==> src/iskip_defines.svh <==
`ifndef ISKIP_DEFINES_SVH
`define ISKIP_DEFINES_SVH
`define ISKIP_OPC_HI      15
`define ISKIP_OPC_LO      10
`define ISKIP_OPC_ZERO    6'h0f
`define ISKIP_OPC_NZERO   6'h12
`define ISKIP_DEST_BIT    9
`define ISKIP_ACC_BIT     8
`define ISKIP_DEST_WORKING_REGISTER   1'h0
`define ISKIP_ACC_ACCESS  1'h0
`define ISKIP_ACC_SPLIT   8'h80
`define ISKIP_ACC_HIBANK  4'hf
`endif

==> src/iskip_pkg.sv <==
package iskip_pkg;
  typedef enum logic [3:0] {
    ISKIP_Q1 = 4'h1,
    ISKIP_Q2 = 4'h2,
    ISKIP_Q3 = 4'h4,
    ISKIP_Q4 = 4'h8
  } iskip_phase_t;
endpackage

==> src/iskip_decode.sv <==
`timescale 1ns/1ps
`include "iskip_defines.svh"
module iskip_decode
  import iskip_pkg::*;
(
  input  wire logic [15:0] instr,
  input  wire logic [3:0]  bankSel,
  output logic             isZeroSkip,
  output logic             isNzeroSkip,
  output logic             destFile,
  output logic [11:0]      fileAddr
);
  wire logic [5:0] opc = instr[`ISKIP_OPC_HI:`ISKIP_OPC_LO];
  wire logic [7:0] f8  = instr[7:0];
  wire logic       acc = instr[`ISKIP_ACC_BIT];
  wire logic       lowHalf = (f8 < `ISKIP_ACC_SPLIT);
  wire logic [3:0] accBank = lowHalf ? 4'h0 : `ISKIP_ACC_HIBANK;
  assign isZeroSkip  = (opc == `ISKIP_OPC_ZERO);
  assign isNzeroSkip = (opc == `ISKIP_OPC_NZERO);
  assign destFile    = (instr[`ISKIP_DEST_BIT] != `ISKIP_DEST_WORKING_REGISTER);
  assign fileAddr = {(acc == `ISKIP_ACC_ACCESS) ? accBank : bankSel, f8};
endmodule // iskip_decode

==> src/iskip_exec.sv <==
`timescale 1ns/1ps
`include "iskip_defines.svh"
module iskip_exec
  import iskip_pkg::*;
(
  input  wire logic        clk,
  input  wire logic        resetn,
  input  wire logic        ce,
  input  wire logic        instrValid,
  input  wire logic [15:0] instr,
  input  wire logic        nextTwoWord,
  input  wire logic [3:0]  bankSel,
  input  wire logic [7:0]  fileRdData,
  output logic [11:0]      fileAddr,
  output logic             fileRdEn,
  output logic             fileWrEn,
  output logic [7:0]       fileWrData,
  output logic             wregWrEn,
  output logic [7:0]       wregWrData,
  output logic             flushFetch,
  output logic             noOpCycle,
  output logic             busy,
  output logic [3:0]       phase
);
  //--------------------------------------------------------------
  // Decode
  //--------------------------------------------------------------
  logic        isZ;
  logic        isNZ;
  logic        dFile;
  logic [11:0] addrDec;
  iskip_decode u_dec (
    .instr       (instr),
    .bankSel     (bankSel),
    .isZeroSkip  (isZ),
    .isNzeroSkip (isNZ),
    .destFile    (dFile),
    .fileAddr    (addrDec)
  );

  iskip_phase_t phase_reg;
  logic         active_reg;
  logic         zeroMode_reg;
  logic         destFile_reg;
  logic         twoWord_reg;
  logic [11:0]  addr_reg;
  logic [7:0]   data_reg;
  logic [1:0]   nops_reg;
  logic         fileRdEn_reg;
  logic         fileWrEn_reg;
  logic         wregWrEn_reg;
  logic         flush_reg;
  logic [7:0]   wrData_reg;
  logic         noOp_reg;

  wire logic       startNew = instrValid && (isZ || isNZ) && !active_reg
                              && (nops_reg == 2'h0);
  wire logic [7:0] incVal   = data_reg + 8'h01;
  wire logic       incZero  = (incVal == 8'h00);
  wire logic       takeSkip = zeroMode_reg ? incZero : !incZero;
  wire logic [1:0] nopCount = twoWord_reg ? 2'h2 : 2'h1;

  //--------------------------------------------------------------
  // Quarter-cycle sequencer
  //--------------------------------------------------------------
  always_ff @(posedge clk or negedge resetn) begin
    if (!resetn) begin
      phase_reg    <= ISKIP_Q1;
      active_reg   <= 1'b0;
      zeroMode_reg <= 1'b0;
      destFile_reg <= 1'b1;
      twoWord_reg  <= 1'b0;
      addr_reg     <= 12'h000;
      data_reg     <= 8'h00;
      nops_reg     <= 2'h0;
      fileRdEn_reg <= 1'b0;
      fileWrEn_reg <= 1'b0;
      wregWrEn_reg <= 1'b0;
      flush_reg    <= 1'b0;
      wrData_reg   <= 8'h00;
      noOp_reg     <= 1'b0;
    end else if (ce) begin
      fileRdEn_reg <= 1'b0;
      fileWrEn_reg <= 1'b0;
      wregWrEn_reg <= 1'b0;
      flush_reg    <= 1'b0;
      case (phase_reg)
        ISKIP_Q1: begin
          if (startNew) begin
            active_reg   <= 1'b1;
            zeroMode_reg <= isZ;
            destFile_reg <= dFile;
            twoWord_reg  <= nextTwoWord;
            addr_reg     <= addrDec;
            fileRdEn_reg <= 1'b1;
          end
          if (active_reg || startNew || nops_reg != 2'h0) begin
            phase_reg <= ISKIP_Q2;
          end
        end
        ISKIP_Q2: begin
          if (active_reg) begin
            data_reg <= fileRdData;
          end
          phase_reg <= ISKIP_Q3;
        end
        ISKIP_Q3: begin
          if (active_reg) begin
            wrData_reg <= incVal;
          end
          phase_reg <= ISKIP_Q4;
        end
        ISKIP_Q4: begin
          if (active_reg) begin
            fileWrEn_reg <= destFile_reg;
            wregWrEn_reg <= !destFile_reg;
            active_reg   <= 1'b0;
            if (takeSkip) begin
              nops_reg  <= nopCount;
              noOp_reg  <= 1'b1;
              flush_reg <= 1'b1;
            end
          end else if (nops_reg != 2'h0) begin
            nops_reg <= nops_reg - 2'h1;
            // Output stays a flop: drops with the last no-op cycle
            noOp_reg <= (nops_reg != 2'h1);
          end
          phase_reg <= ISKIP_Q1;
        end
        default: begin
          phase_reg <= ISKIP_Q1;
        end
      endcase
    end
  end

  assign fileAddr   = addr_reg;
  assign fileRdEn   = fileRdEn_reg;
  assign fileWrEn   = fileWrEn_reg;
  assign fileWrData = wrData_reg;
  assign wregWrEn   = wregWrEn_reg;
  assign wregWrData = wrData_reg;
  assign flushFetch = flush_reg;
  assign noOpCycle  = noOp_reg;
  assign busy       = active_reg;
  assign phase      = phase_reg;

  //--------------------------------------------------------------
  // Checks
  //--------------------------------------------------------------
  property p_skip_nop;
    @(posedge clk) disable iff (!resetn)
    $rose(flush_reg) |-> noOpCycle;
  endproperty
  a_skip_nop: assert property (p_skip_nop) else $error("no no-op after skip");

  property p_two_nop;
    @(posedge clk) disable iff (!resetn)
    (ce && phase_reg == ISKIP_Q4 && active_reg && takeSkip && twoWord_reg)
      |=> (nops_reg == 2'h2);
  endproperty
  a_two_nop: assert property (p_two_nop) else $error("two-word skip count");

  property p_dest;
    @(posedge clk) disable iff (!resetn)
    fileWrEn_reg |-> !wregWrEn_reg && destFile_reg;
  endproperty
  a_dest: assert property (p_dest) else $error("wrong destination");

  property p_wrap;
    @(posedge clk) disable iff (!resetn)
    (ce && phase_reg == ISKIP_Q3 && active_reg) |=>
      (wrData_reg == 8'($past(data_reg) + 8'h01));
  endproperty
  a_wrap: assert property (p_wrap) else $error("bad increment");

  property p_zero_skip;
    @(posedge clk) disable iff (!resetn)
    (ce && phase_reg == ISKIP_Q4 && active_reg && zeroMode_reg && incZero)
      |=> flush_reg;
  endproperty
  a_zero_skip: assert property (p_zero_skip) else $error("zero skip miss");

  property p_nz_skip;
    @(posedge clk) disable iff (!resetn)
    (ce && phase_reg == ISKIP_Q4 && active_reg && !zeroMode_reg && !incZero)
      |=> flush_reg;
  endproperty
  a_nz_skip: assert property (p_nz_skip) else $error("nonzero skip miss");

  property p_phase;
    @(posedge clk) disable iff (!resetn)
    (ce && phase_reg == ISKIP_Q2) |=> (phase_reg == ISKIP_Q3);
  endproperty
  a_phase: assert property (p_phase) else $error("phase order");

  property p_freeze;
    @(posedge clk) disable iff (!resetn)
    !ce |=> $stable(phase_reg) && $stable(nops_reg) && $stable(active_reg);
  endproperty
  a_freeze: assert property (p_freeze) else $error("state moved");

  property p_opc;
    @(posedge clk) disable iff (!resetn)
    (instr[`ISKIP_OPC_HI:`ISKIP_OPC_LO] == `ISKIP_OPC_ZERO) |-> isZ && !isNZ;
  endproperty
  a_opc: assert property (p_opc) else $error("zero opcode");

  property p_opc2;
    @(posedge clk) disable iff (!resetn)
    (instr[`ISKIP_OPC_HI:`ISKIP_OPC_LO] == `ISKIP_OPC_NZERO) |-> isNZ && !isZ;
  endproperty
  a_opc2: assert property (p_opc2) else $error("nonzero opcode");

  property p_bank;
    @(posedge clk) disable iff (!resetn)
    instr[`ISKIP_ACC_BIT] |-> (addrDec[11:8] == bankSel);
  endproperty
  a_bank: assert property (p_bank) else $error("bank select");
endmodule // iskip_exec

==> config.mk <==
export PLATFORM = sky130hd
export DESIGN_NAME = iskip_exec
export DESIGN_NICKNAME = d
export VERILOG_FILES = /design/src/iskip_pkg.sv /design/src/iskip_decode.sv /design/src/iskip_exec.sv
export VERILOG_INCLUDE_DIRS = /design/src
export SDC_FILE = /design/constraint.sdc
export NUM_CORES = 1
export LEC_CHECK = 0
export BUFFER_PORTS_ARGS = -buffer_cell sky130_fd_sc_hd__buf_2
export CORE_ASPECT_RATIO = 0.5
export CORE_MARGIN = 2
export CORE_UTILIZATION = 30
export DETAILED_ROUTE_END_ITERATION = 10
export PLACE_DENSITY = 0.58
export SLEW_MARGIN = 5
export SYNTH_ARGS = -nofsm -noshare
export SYNTH_HDL_FRONTEND = slang
export SYNTH_SLANG_ARGS = --single-unit
==> constraint.sdc <==
create_clock -name clk -period 2 [get_ports clk]
set_input_delay 0.2 -clock clk [delete_from_list [all_inputs] [get_ports clk]]
set_output_delay 0.2 -clock clk [all_outputs]
set_load 0.1 [all_outputs]
==> summary.txt, run 1 <==
Outcome
  – Outcome: finished with violations
  – Failing checks: negative hold slack

Floorplan
  – Area of the die: 7750 µm²
  – I/O pin count: 71
  – Die extent in x: 123 µm
  – Standard-cell row count: 21
  – Starting density of the core: 0.312
  – Die height: 63.3 µm
  – Core area: 6750 µm²

GRT
  – Largest net degree at the start of global routing: 33
  – Via count of the first global-routing pass: 1,671
  – Wire length of the first global-routing pass: 7800 µm
  – Routing layer with the top usage in global route: met2
  – M1 GR Usage: 0.161
  – Total routing resource utilization after global routing: 0.127
  – Met3 GRT Util: 0.0281
  – Met2 Use GR: 0.219
  – Number of antenna violations at the first check in global routing: 0
  – Leftover overflow at the end of global routing: 0

Clock tree
  – Buffer type at the clock tree root: sky130_fd_sc_hd__clkbuf_16
  – H-tree depth reported by CTS: 2
  – Hold buffer count at cts: 0
  – Clock slew at the register clock pins of the worst setup and hold paths: 60 ps
  – TritonCTS Sinks: 43
  – Longest Clk Path Bufs: 2
  – Worst-Skew Late Latency: 280 ps
  – Number of buffers added by the clock tree synthesis step: 5
  – CTS tree: done

Critical path
  – Required time of the critical path: 2160 ps
  – Sort of element at the start of the critical path: register
  – CP Cell Sequence: a2111oi_4 > a21oi_2 > nor4b_4 > nand3_1 > nor3b_2 > a221o_1
  – Worst path arrival time: 2130 ps
  – Cell at the slowest stage of the critical path: sky130_fd_sc_hd__dfrtp_2
  – Worst-path fanout max: 4
  – Peak per-stage delay on the critical path: 440 ps
  – Setup crit end kind: register
  – Setup Crit Path Kind: reg2reg

Timing
  – Transition time at the pin with the least slew margin: 726 ps
  – Headroom to the max-slew limit: 0.516
  – Part of the cycle the worst path needs: 0.988
  – Min cycle time layout: 1980 ps
  – Final setup margin: 23.9 ps
  – Setup TNS after final layout: 0 ps
  – Number of hold violations in the final report: 29
  – Count of endpoints failing setup in the final report: 0
  – Worst hold slack across all endpoints: -25.4 ps
  – Max Slew Vio Count: 0
  – Post-Route Skew: 5.91 ps
  – Maximum clock frequency: 506 MHz
  – Setup repair after global routing missed its margin: true

Finish
  – Number of nets at the end of the flow: 297
  – Layout-stage area growth over the synthesis result: 31.5%
  – Antenna Cells: 0
  – Post-Layout Inst Area: 2770 µm²
  – Fraction of final layout cells sized beyond drive strength 1: 0.504
  – Number of flip-flops under the largest register name: 12

Synth
  – Number of flops mapped to enable cells by yosys: 0
  – Synth Register Bits: 43
  – Area share of the largest cell type after synthesis: 0.487
  – Cell types with the largest area share after synthesis: sky130_fd_sc_hd__dfrtp_1 49%, sky130_fd_sc_hd__mux2_2 11%, sky130_fd_sc_hd__a21oi_1 4.0%
  – Post-synthesis average cell area: 11.3 µm²
  – Most frequent cell after synthesis: sky130_fd_sc_hd__dfrtp_1
  – Cell count after synthesis: 187
  – Netlist cell types: 45
  – Part of the Yosys area used for sequential elements: 0.512
  – Number of warnings reported in the yosys synthesis log: 0
  – Dominant register cell in the synthesized netlist: sky130_fd_sc_hd__dfrtp_1
  – Post-synth ARST share: 1.00
  – Netlist Area Pre-Place: 2110 µm²
  – Largest area contributor in the synthesized netlist: sky130_fd_sc_hd__dfrtp_1
  – Commonest cells in the synthesized netlist: 41 x sky130_fd_sc_hd__dfrtp_1, 20 x sky130_fd_sc_hd__mux2_2, 17 x sky130_fd_sc_hd__a21oi_1
  – Net Count, Synth: 223

Route
  – Wirelength, routed: 4610 µm
  – TritonRoute pass-1 iters: 7
  – Detail-routed net length per standard cell: 13.0 µm
  – Vias after detailed routing: 1,690
  – Antenna violation net count after detailed routing: 0
  – DRC viols: 0
  – Drt initial violations: 73
  – Via-to-Cell Ratio: 4.77

Power
  – Total power draw: 2.51 mW
  – Pwr/cell area: 905 nW/µm²
  – Peak supply drop: 484 µV
  – Leakage power figure: 1.42 nW

Worst hold path
  – Hold WC Path Type: in2async

Placed design
  – Detailed-placement wirelength estimate: 3460 µm
  – Port-buffer cells: 70
  – Area after DPL: 2580 µm²
  – Setup slack after placement: 19.5 ps
  – Weighted congestion reported at the end of routability-driven placement: 0.814

Job
  – Max Cap Viol: 0
==> stage by stage <==
step | instances | utilization
final | 354 | 0.411
after global placement | 344 | 0.382
after global routing | 354 | 0.411
after floorplan | 187 | -
after CTS | 352 | 0.404
after detailed placement | 344 | 0.382
==> layout by cell type, fill, tap and decap left out, types with 2 or more instances in the layout <==
master                      count
sky130_fd_sc_hd__mux2_2        20
sky130_fd_sc_hd__mux2i_1        2
sky130_fd_sc_hd__o21ai_0        4
sky130_fd_sc_hd__dfrtp_2        6
sky130_fd_sc_hd__nand4_1        2
sky130_fd_sc_hd__ha_1           3
sky130_fd_sc_hd__a21oi_1       16
sky130_fd_sc_hd__buf_2         70
sky130_fd_sc_hd__o21bai_1       2
sky130_fd_sc_hd__and4b_1        2
sky130_fd_sc_hd__nand2_1        7
sky130_fd_sc_hd__inv_1          6
sky130_fd_sc_hd__dfrtp_4        3
sky130_fd_sc_hd__buf_4         11
sky130_fd_sc_hd__a21o_1         3
sky130_fd_sc_hd__nor2b_1        2
sky130_fd_sc_hd__dfrtp_1       32
sky130_fd_sc_hd__o21ai_1        2
sky130_fd_sc_hd__clkbuf_16      5
sky130_fd_sc_hd__nand3_1        5
sky130_fd_sc_hd__nand2b_1       3
sky130_fd_sc_hd__mux2_1         2
sky130_fd_sc_hd__nor3_1         6
sky130_fd_sc_hd__xnor2_1        2
sky130_fd_sc_hd__xor2_1         2
sky130_fd_sc_hd__nor2_1        14
==> metal layers <==
layer,routed length (µm),vias to the layer above
met1,2090,837
met2,2360,37
met4,14,0
met5,0,-
li1,-,814
met3,155,2
==> layout make-up <==
class,count,area (µm²)
clock inverter,1,5.00
fill,650,3980
tap,92,115
sequential,43,1100
clock buffer,7,143
multi-input combinational,123,942
timing repair buffer,82,444
inverter,6,22.5
==> critical path: cells and delay by family, from the launching register on <==
kind	cells	cell delay (ps)
and+or+nand+nor	3	640
AOI/OAI and AO/OA	3	780
DFF	1	440
==> kinds of logic after synthesis <==
group | count (synthesis) | share of synthesized area
flops | 43 | 0.512
buf+inv | 21 | 0.0540
simple gates | 54 | 0.156
compound gates | 38 | 0.117
fa+ha+maj | 3 | 0.0178
xor+xnor | 4 | 0.0166
mux | 24 | 0.127
==> where the power goes <==
part           leakage [nW]  switching, mW  internal [mW]  total (mW)
sequential            0.558         0.0811          0.958        1.04
clock                0.0739          0.310          0.495       0.805
combinational         0.785          0.495          0.169       0.664
==> repair_timing <==
item                                    in CTS  in global routing
resized for setup                            0                 10
buffers inserted                             0                  2
endpoints found under the setup margin       0                 13
==> worst paths after layout <==
kind | cells past startpoint | end | from | slack (ps)
max | 6 | nops_reg[1]$_DFFE_PN0P_ | data_reg[1]$_DFFE_PN0P_ | 20
min | 1 | fileWrData[1]$_DFFE_PN0P_ | resetn | -30
max reg2reg | 6 | nops_reg[1]$_DFFE_PN0P_ | data_reg[1]$_DFFE_PN0P_ | 20
min reg2reg | 1 | fileRdEn$_DFFE_PN0P_ | fileRdEn$_DFFE_PN0P_ | 490
max in group asynchronous | 2 | fileAddr[6]$_DFFE_PN0P_ | resetn | 1360
min in group clk | 2 | fileAddr[3]$_DFFE_PN0P_ | instr[3] | 150
Note: power is estimated with default switching activity, not from simulation.
==> run 2: changes to the inputs <==
--- a/config.mk
+++ b/config.mk
@@ -6,6 +6,7 @@
 export SDC_FILE = /design/constraint.sdc
 export NUM_CORES = 1
 export LEC_CHECK = 0
+export ABC_AREA = 1
 export BUFFER_PORTS_ARGS = -buffer_cell sky130_fd_sc_hd__buf_2
 export CORE_ASPECT_RATIO = 0.5
 export CORE_MARGIN = 2
==> summary.txt, run 2 <==
Synth
  – Net Count, Synth: 280 (+26%)
  – Synth Register Bits: 43 (unchanged)
  – Number of flops mapped to enable cells by yosys: 0 (unchanged)
  – Dominant register cell in the synthesized netlist: sky130_fd_sc_hd__dfrtp_1
  – Netlist cell types: 28 (-38%)
  – Netlist Area Pre-Place: 2140 µm² (+1.5%)
  – Part of the Yosys area used for sequential elements: 0.504 (-0.00777)
  – Number of warnings reported in the yosys synthesis log: 0 (unchanged)
  – Post-synth ARST share: 1.00 (unchanged)
  – Area share of the largest cell type after synthesis: 0.479 (-0.00739)
  – Commonest cells in the synthesized netlist: 69 x sky130_fd_sc_hd__nand2_1, 41 x sky130_fd_sc_hd__dfrtp_1, 33 x sky130_fd_sc_hd__inv_1
  – Cell types with the largest area share after synthesis: sky130_fd_sc_hd__dfrtp_1 48%, sky130_fd_sc_hd__nand2_1 12%, sky130_fd_sc_hd__mux2_2 6.3%
  – Most frequent cell after synthesis: sky130_fd_sc_hd__nand2_1
  – Cell count after synthesis: 244 (+30%)
  – Post-synthesis average cell area: 8.77 µm² (-22%)
  – Largest area contributor in the synthesized netlist: sky130_fd_sc_hd__dfrtp_1

Critical path
  – Worst reg2reg path depth: 6 (unchanged)
  – Worst-path fanout max: 19 (+15)
  – Critical R2R Launch: nops_reg[0]$_DFFE_PN0P_
  – Required time of the critical path: 2170 ps (about the same)
  – Setup Crit Path Kind: reg2reg
  – Worst path arrival time: 1950 ps (-180 ps)
  – Worst reg-to-reg setup slack: 220 ps (+200 ps)
  – Sort of element at the start of the critical path: register
  – Capture point of the critical path: fileAddr[0]$_DFFE_PN0P_
  – Worst R2R End: fileAddr[0]$_DFFE_PN0P_
  – Setup crit end kind: register
  – Launching element of the worst setup path: nops_reg[0]$_DFFE_PN0P_

Timing
  – Worst hold slack across all endpoints: -15.6 ps (+9.82 ps)
  – Number of hold violations in the final report: 28 (-3.4%)
  – Part of the cycle the worst path needs: 0.890 (-0.0979)
  – Setup TNS after final layout: 0 ps (unchanged)
  – Headroom to the max-slew limit: 0.584 (+0.0684)
  – Min cycle time layout: 1780 ps (-196 ps)
  – Setup repair after global routing missed its margin: false
  – Transition time at the pin with the least slew margin: 617 ps (-109 ps)
  – Count of endpoints failing setup in the final report: 0 (unchanged)
  – Post-Route Skew: 7.70 ps (+1.79 ps)
  – Max Slew Vio Count: 0 (unchanged)
  – Maximum clock frequency: 562 MHz (+11%)

Clock tree
  – Setup fix buffers added after clock tree synthesis: 0 (unchanged)
  – TritonCTS Sinks: 43 (unchanged)
  – Longest Clk Path Bufs: 2 (unchanged)
  – Resized cells post-CTS: 0 (unchanged)
  – H-tree depth reported by CTS: 2 (unchanged)
  – Number of buffers added by the clock tree synthesis step: 5 (unchanged)
  – Buffer type at the clock tree root: sky130_fd_sc_hd__clkbuf_16
  – Hold buffer count at cts: 0 (unchanged)
  – CTS tree: done
  – Worst-Skew Late Latency: 280 ps (about the same)
  – Clock slew at the register clock pins of the worst setup and hold paths: 50 ps (about the same)

Floorplan
  – Area of the die: 7870 µm² (+1.5%)
  – I/O pin count: 71 (unchanged)
  – Die extent in x: 123 µm (+0.74%)
  – Standard-cell row count: 21 (unchanged)
  – Die height: 63.7 µm (+0.73%)
  – Starting density of the core: 0.315 (+0.00237)
  – Core area: 6810 µm² (+0.78%)

Power
  – Peak supply drop: 652 µV (+35%)
  – Pwr/cell area: 1750 nW/µm² (+94%)
  – Leakage power figure: 1.58 nW (+12%)

Outcome
  – Failing checks: negative hold slack
  – Outcome: finished with violations

Worst hold path
  – Hold WC Path Type: in2async

Finish
  – Post-layout utilization of the core: 0.393 (-0.0179)
  – Filler-free cell count of the finished design: 404 (+14%)
  – Antenna Cells: 0 (unchanged)
  – Leading cell type in the layout, fill and taps excluded: sky130_fd_sc_hd__buf_2
  – Layout-stage area growth over the synthesis result: 24.8%
  – Number of flip-flops under the largest register name: 12 (unchanged)
  – Most frequent cells in the layout: 70 x sky130_fd_sc_hd__buf_2, 69 x sky130_fd_sc_hd__nand2_1, 41 x sky130_fd_sc_hd__dfrtp_1, 33 x sky130_fd_sc_hd__inv_1, 17 x sky130_fd_sc_hd__nor2_1
  – Post-Layout Inst Area: 2670 µm² (-3.6%)
  – Filler cell count: 712 (+9.5%)
  – Number of nets at the end of the flow: 348 (+17%)
  – Fraction of final layout cells sized beyond drive strength 1: 0.324 (-0.180)

GRT
  – Total routing resource utilization after global routing: 0.132 (+0.00490)
  – Via count of the first global-routing pass: 1,741 (+4.2%)
  – Leftover overflow at the end of global routing: 0 (unchanged)
  – Wire length of the first global-routing pass: 7960 µm (+2.0%)
  – Largest net degree at the start of global routing: 44 (+33%)
  – Number of antenna violations at the first check in global routing: 0 (unchanged)

Route
  – TritonRoute pass-1 iters: 4 (-3)
  – Vias after detailed routing: 1,764 (+4.4%)
  – Detail-routed net length per standard cell: 11.7 µm (-10%)
  – Via-to-Cell Ratio: 4.37 (-8.5%)
  – DRC viols: 0 (unchanged)
  – Wirelength, routed: 4740 µm (+2.6%)
  – Antenna violation net count after detailed routing: 0 (unchanged)
  – Drt initial violations: 52 (-29%)

Placed design
  – Weighted congestion reported at the end of routability-driven placement: 0.881 (+8.2%)
  – DP Cell Count: 397 (+15%)
  – Area after DPL: 2540 µm² (-1.5%)
  – Detailed-placement wirelength estimate: 3670 µm (+6.2%)
  – Port-buffer cells: 70 (unchanged)

Job
  – Max Cap Viol: 0 (unchanged)
## run 2: worst min-delay path by stage
stage                      start                        to  slack [ps]
after floorplan           resetn          busy$_DFFE_PN0P_        -100
after global placement    resetn  fileAddr[11]$_DFFE_PN0P_         310
after detailed placement  resetn   fileAddr[0]$_DFFE_PN0P_         320
after CTS                 resetn   fileAddr[0]$_DFFE_PN0P_          10
after global routing      resetn  fileAddr[11]$_DFFE_PN0P_          40
final                     resetn   fileAddr[0]$_DFFE_PN0P_         -20
## run 2: per-stage QoR
stage	setup slack (ps)	total power, mW
2_1_floorplan	8.53	3.60
3_3_place_gp	237	3.92
3_5_place_dp	191	3.95
4_1_cts	187	4.74
5_1_grt	22.5	4.97
6_report	220	4.69
## run 2: final cells by class
| cell class | count | area, µm² | area share |
|---|---|---|---|
| Tap cell | 92 | 115 | 0.0431 |
| Sequential cell | 43 | 1080 | 0.404 |
| Inverter | 33 | 124 | 0.0463 |
| Clock buffer | 7 | 133 | 0.0496 |
| Multi-Input combinational cell | 156 | 850 | 0.318 |
| Timing Repair Buffer | 73 | 373 | 0.140 |
## run 2: worst max-delay path: stages (launching register included)
cell,delay [ps]
sky130_fd_sc_hd__dfrtp_1,400
sky130_fd_sc_hd__inv_1,80
sky130_fd_sc_hd__ha_1,170
sky130_fd_sc_hd__inv_1,60
sky130_fd_sc_hd__nor2_1,200
sky130_fd_sc_hd__nand4_4,360
sky130_fd_sc_hd__mux2_2,400
## run 2: kinds of logic (layout without fill, tap and decap cells)
kind of cell	Yosys count	in the layout	synth area share
AND/OR/NAND/NOR	113	113	0.235
buffers and inverters	45	113	0.0994
flip-flops	43	43	0.504
AO/OA/AOI/OAI	24	24	0.0625
multiplexers	16	16	0.0818
adder cells (fa/ha/maj)	3	3	0.0175
## run 2: layer usage
layer / vias to the layer above / wire length (µm) / GRT usage
li1: 905 / - / -
met1: 812 / 2260 / 0.164
met2: 39 / 2180 / 0.214
met3: 8 / 205 / 0.0375
met4: 0 / 83 / 0.0554
met5: - / 0 / 0
## run 2: power breakdown
group	internal [mW]	switching [mW]	total [mW]
registers	1.11	0.225	1.34
clock network	0.456	0.306	0.762
logic	0.457	2.13	2.59
==> run 3: changes to the inputs <==
--- a/config.mk
+++ b/config.mk
@@ -8,11 +8,13 @@
 export LEC_CHECK = 0
 export ABC_AREA = 1
 export BUFFER_PORTS_ARGS = -buffer_cell sky130_fd_sc_hd__buf_2
+export CELL_PAD_IN_SITES_DETAIL_PLACEMENT = 1
+export CELL_PAD_IN_SITES_GLOBAL_PLACEMENT = 1
 export CORE_ASPECT_RATIO = 0.5
 export CORE_MARGIN = 2
 export CORE_UTILIZATION = 30
 export DETAILED_ROUTE_END_ITERATION = 10
-export PLACE_DENSITY = 0.58
+export PLACE_DENSITY = 0.74
 export SLEW_MARGIN = 5
 export SYNTH_ARGS = -nofsm -noshare
 export SYNTH_HDL_FRONTEND = slang
==> summary.txt, run 3 (synthesized netlist as in run 2, its figures left out) <==
Timing
  – Number of hold violations in the final report: 0 (-100%)
  – Count of endpoints failing setup in the final report: 0 (unchanged)
  – Part of the cycle the worst path needs: 0.885 (-0.00470)
  – Headroom to the max-slew limit: 0.608 (+0.0235)
  – Min cycle time layout: 1770 ps (-9.41 ps)
  – Post-Route Skew: 5.89 ps (-1.81 ps)
  – Setup repair after global routing missed its margin: false
  – Maximum clock frequency: 565 MHz (+0.53%)
  – Transition time at the pin with the least slew margin: 582 ps (-34.9 ps)
  – Max Slew Vio Count: 0 (unchanged)
  – Setup TNS after final layout: 0 ps (unchanged)

Finish
  – Number of nets at the end of the flow: 348 (unchanged)
  – Fraction of final layout cells sized beyond drive strength 1: 0.332 (+0.00855)
  – Filler-free cell count of the finished design: 405 (+0.25%)
  – Most frequent cells in the layout: 70 x sky130_fd_sc_hd__buf_2, 69 x sky130_fd_sc_hd__nand2_1, 41 x sky130_fd_sc_hd__dfrtp_1, 33 x sky130_fd_sc_hd__inv_1, 17 x sky130_fd_sc_hd__nor2_1
  – Number of flip-flops under the largest register name: 12 (unchanged)
  – Leading cell type in the layout, fill and taps excluded: sky130_fd_sc_hd__buf_2
  – Layout-stage area growth over the synthesis result: 27.6%
  – Antenna Cells: 0 (unchanged)

Route
  – DRC viols: 0 (unchanged)
  – Wirelength, routed: 5330 µm (+12%)
  – Via-to-Cell Ratio: 4.49 (+2.8%)
  – Detail-routed net length per standard cell: 13.2 µm (+12%)
  – Vias after detailed routing: 1,818 (+3.1%)
  – Antenna violation net count after detailed routing: 0 (unchanged)
  – Drt initial violations: 64 (+23%)
  – TritonRoute pass-1 iters: 4 (unchanged)

Critical path
  – Setup crit end kind: register
  – Crit. path cell count: 6 (unchanged)
  – Largest delay contributor family on the critical path: simple AND/OR/NAND/NOR gates
  – Cell at the slowest stage of the critical path: sky130_fd_sc_hd__dfrtp_1
  – Worst R2R End: fileAddr[5]$_DFFE_PN0P_
  – Most prevalent standard cell on the critical path: sky130_fd_sc_hd__inv_1
  – Worst reg2reg path depth: 6 (unchanged)
  – Critical R2R Launch: nops_reg[0]$_DFFE_PN0P_
  – Setup Crit Path Kind: reg2reg
  – Worst-path fanout max: 19 (unchanged)
  – Peak per-stage delay on the critical path: 400 ps (about the same)
  – CP Cell Sequence: inv_1 > ha_1 > inv_1 > nor2_1 > nand4_4 > mux2_2
  – Sort of element at the start of the critical path: register
  – Worst reg-to-reg setup slack: 230 ps (about the same)
  – Required time of the critical path: 2170 ps (about the same)
  – Sum of buffers and inverters on the critical path: 2 (unchanged)
  – Worst path arrival time: 1940 ps (about the same)

GRT
  – Via count of the first global-routing pass: 2,056 (+18%)
  – Leftover overflow at the end of global routing: 0 (unchanged)
  – Largest net degree at the start of global routing: 24 (-45%)
  – Wire length of the first global-routing pass: 9450 µm (+19%)
  – Total routing resource utilization after global routing: 0.153 (+0.0209)
  – Number of antenna violations at the first check in global routing: 0 (unchanged)

Placed design
  – Detailed-placement wirelength estimate: 4200 µm (+14%)
  – Weighted congestion reported at the end of routability-driven placement: 0.845 (-4.1%)
  – Port-buffer cells: 70 (unchanged)
  – DP Cell Count: 396 (-0.25%)

Power
  – Clock power frac: 0.194 (+0.031)
  – Switching part of the total power: 0.554 (-0.0133)
  – Total internal power: 2.20 mW (+8.3%)
  – Power share of the sequential group: 0.272 (-0.014)
  – Power share of the combinational group: 0.534 (-0.018)
  – Net switching power: 2.73 mW (+2.6%)
  – Pwr/cell area: 1800 nW/µm² (+2.8%)
  – Leakage power figure: 1.61 nW (+1.6%)
  – Peak supply drop: 619 µV (-5.1%)

Floorplan
  – Die height: 63.7 µm (unchanged)
  – Area of the die: 7870 µm² (unchanged)
  – Standard-cell row count: 21 (unchanged)
  – I/O pin count: 71 (unchanged)
  – Die extent in x: 123 µm (unchanged)
  – Starting density of the core: 0.315 (unchanged)
  – Core area: 6810 µm² (unchanged)

Clock tree
  – Clock slew at the register clock pins of the worst setup and hold paths: 60 ps (about the same)
  – Buffer type at the clock tree root: sky130_fd_sc_hd__clkbuf_16
  – Setup fix buffers added after clock tree synthesis: 0 (unchanged)
  – Worst-Skew Late Latency: 290 ps (about the same)
  – Number of buffers added by the clock tree synthesis step: 5 (unchanged)
  – Longest Clk Path Bufs: 2 (unchanged)
  – TritonCTS Sinks: 43 (unchanged)
  – H-tree depth reported by CTS: 2 (unchanged)
  – CTS tree: done

Outcome
  – Outcome: finished, final reports clean

Worst hold path
  – Launch instance of the worst min-delay path: instr[3]
  – Hold WC Path Type: in2reg
  – Number of cells on the worst hold path: 2
  – Worst Hold Path EP: fileAddr[3]$_DFFE_PN0P_

Job
  – Max Cap Viol: 0 (unchanged)
-- run 3: cell count changes in the layout (fill, tap and decap cells not counted), sizes merged --
cell and change:
clkinv +1, bufinv +1, dlygate4sd3 +1, clkbuf -1
buf -1
-- run 3: final cells by class --
class                           instances  area [µm²]
Fill cell                             838        4070
Sequential cell                        43        1080
Multi-Input combinational cell        156         852
Timing Repair Buffer                   73         388
Clock buffer                            6         139
Inverter                               33         124
Tap cell                               92         115
Clock inverter                          2        35.0
-- run 3: power groups by stage --
| stage | Combinational (mW) | Clock, mW | Sequential (mW) |
|---|---|---|---|
| 6_report | 2.63 | 0.955 | 1.34 |
| 5_1_grt | 2.81 | 1.03 | 1.39 |
| 4_1_cts | 2.65 | 0.986 | 1.34 |
| 3_5_place_dp | 2.63 | 0 | 1.36 |
| 3_3_place_gp | 2.59 | 0 | 1.33 |
| 2_1_floorplan | 1.26 | 0 | 2.33 |
-- run 3: what timing repair did --
item | in CTS | in global routing
hold buffers | 1 | 0
gates resized for setup | 0 | 1
endpoints found under the hold margin | 19 | 0
endpoints found under the setup margin | 0 | 1
-- run 3: how the worst max path moves through the flow --
stage / startpoint / endpoint
6_report: nops_reg[0]$_DFFE_PN0P_ / fileAddr[5]$_DFFE_PN0P_
2_1_floorplan: phase[2]$_DFFE_PN0P_ / fileWrData[3]$_DFFE_PN0P_
5_1_grt: data_reg[1]$_DFFE_PN0P_ / nops_reg[0]$_DFFE_PN0P_
4_1_cts: nops_reg[0]$_DFFE_PN0P_ / fileAddr[1]$_DFFE_PN0P_
3_5_place_dp: nops_reg[0]$_DFFE_PN0P_ / fileAddr[1]$_DFFE_PN0P_
3_3_place_gp: nops_reg[0]$_DFFE_PN0P_ / fileAddr[6]$_DFFE_PN0P_
-- run 3: layer usage --
metal  wire [µm]  vias up  GRT usage
met4          54        0     0.0341
met5           0        -          0
met3         214        6     0.0375
met1        2250      876      0.175
met2        2810       37      0.287
li1            -      899          -
-- run 3: worst reg2reg max path: stages (launching register included) --
cell	delay (ps)
sky130_fd_sc_hd__dfrtp_1	400
sky130_fd_sc_hd__inv_1	90
sky130_fd_sc_hd__ha_1	180
sky130_fd_sc_hd__inv_1	60
sky130_fd_sc_hd__nor2_1	200
sky130_fd_sc_hd__nand4_4	340
sky130_fd_sc_hd__mux2_2	390
-- run 3: metrics by stage --
stage | instance area, µm² | power (mW) | utilization | hold WS, ps | worst slack [ps]
after floorplan | 2140 | 3.60 | - | -95.6 | 8.53
after global placement | 2540 | 3.93 | 0.374 | 208 | 302
after detailed placement | 2540 | 3.99 | 0.374 | 224 | 239
after CTS | 2730 | 4.98 | 0.401 | 137 | 222
after global routing | 2730 | 5.23 | 0.401 | 137 | 27.9
final | 2730 | 4.92 | 0.401 | 143 | 229
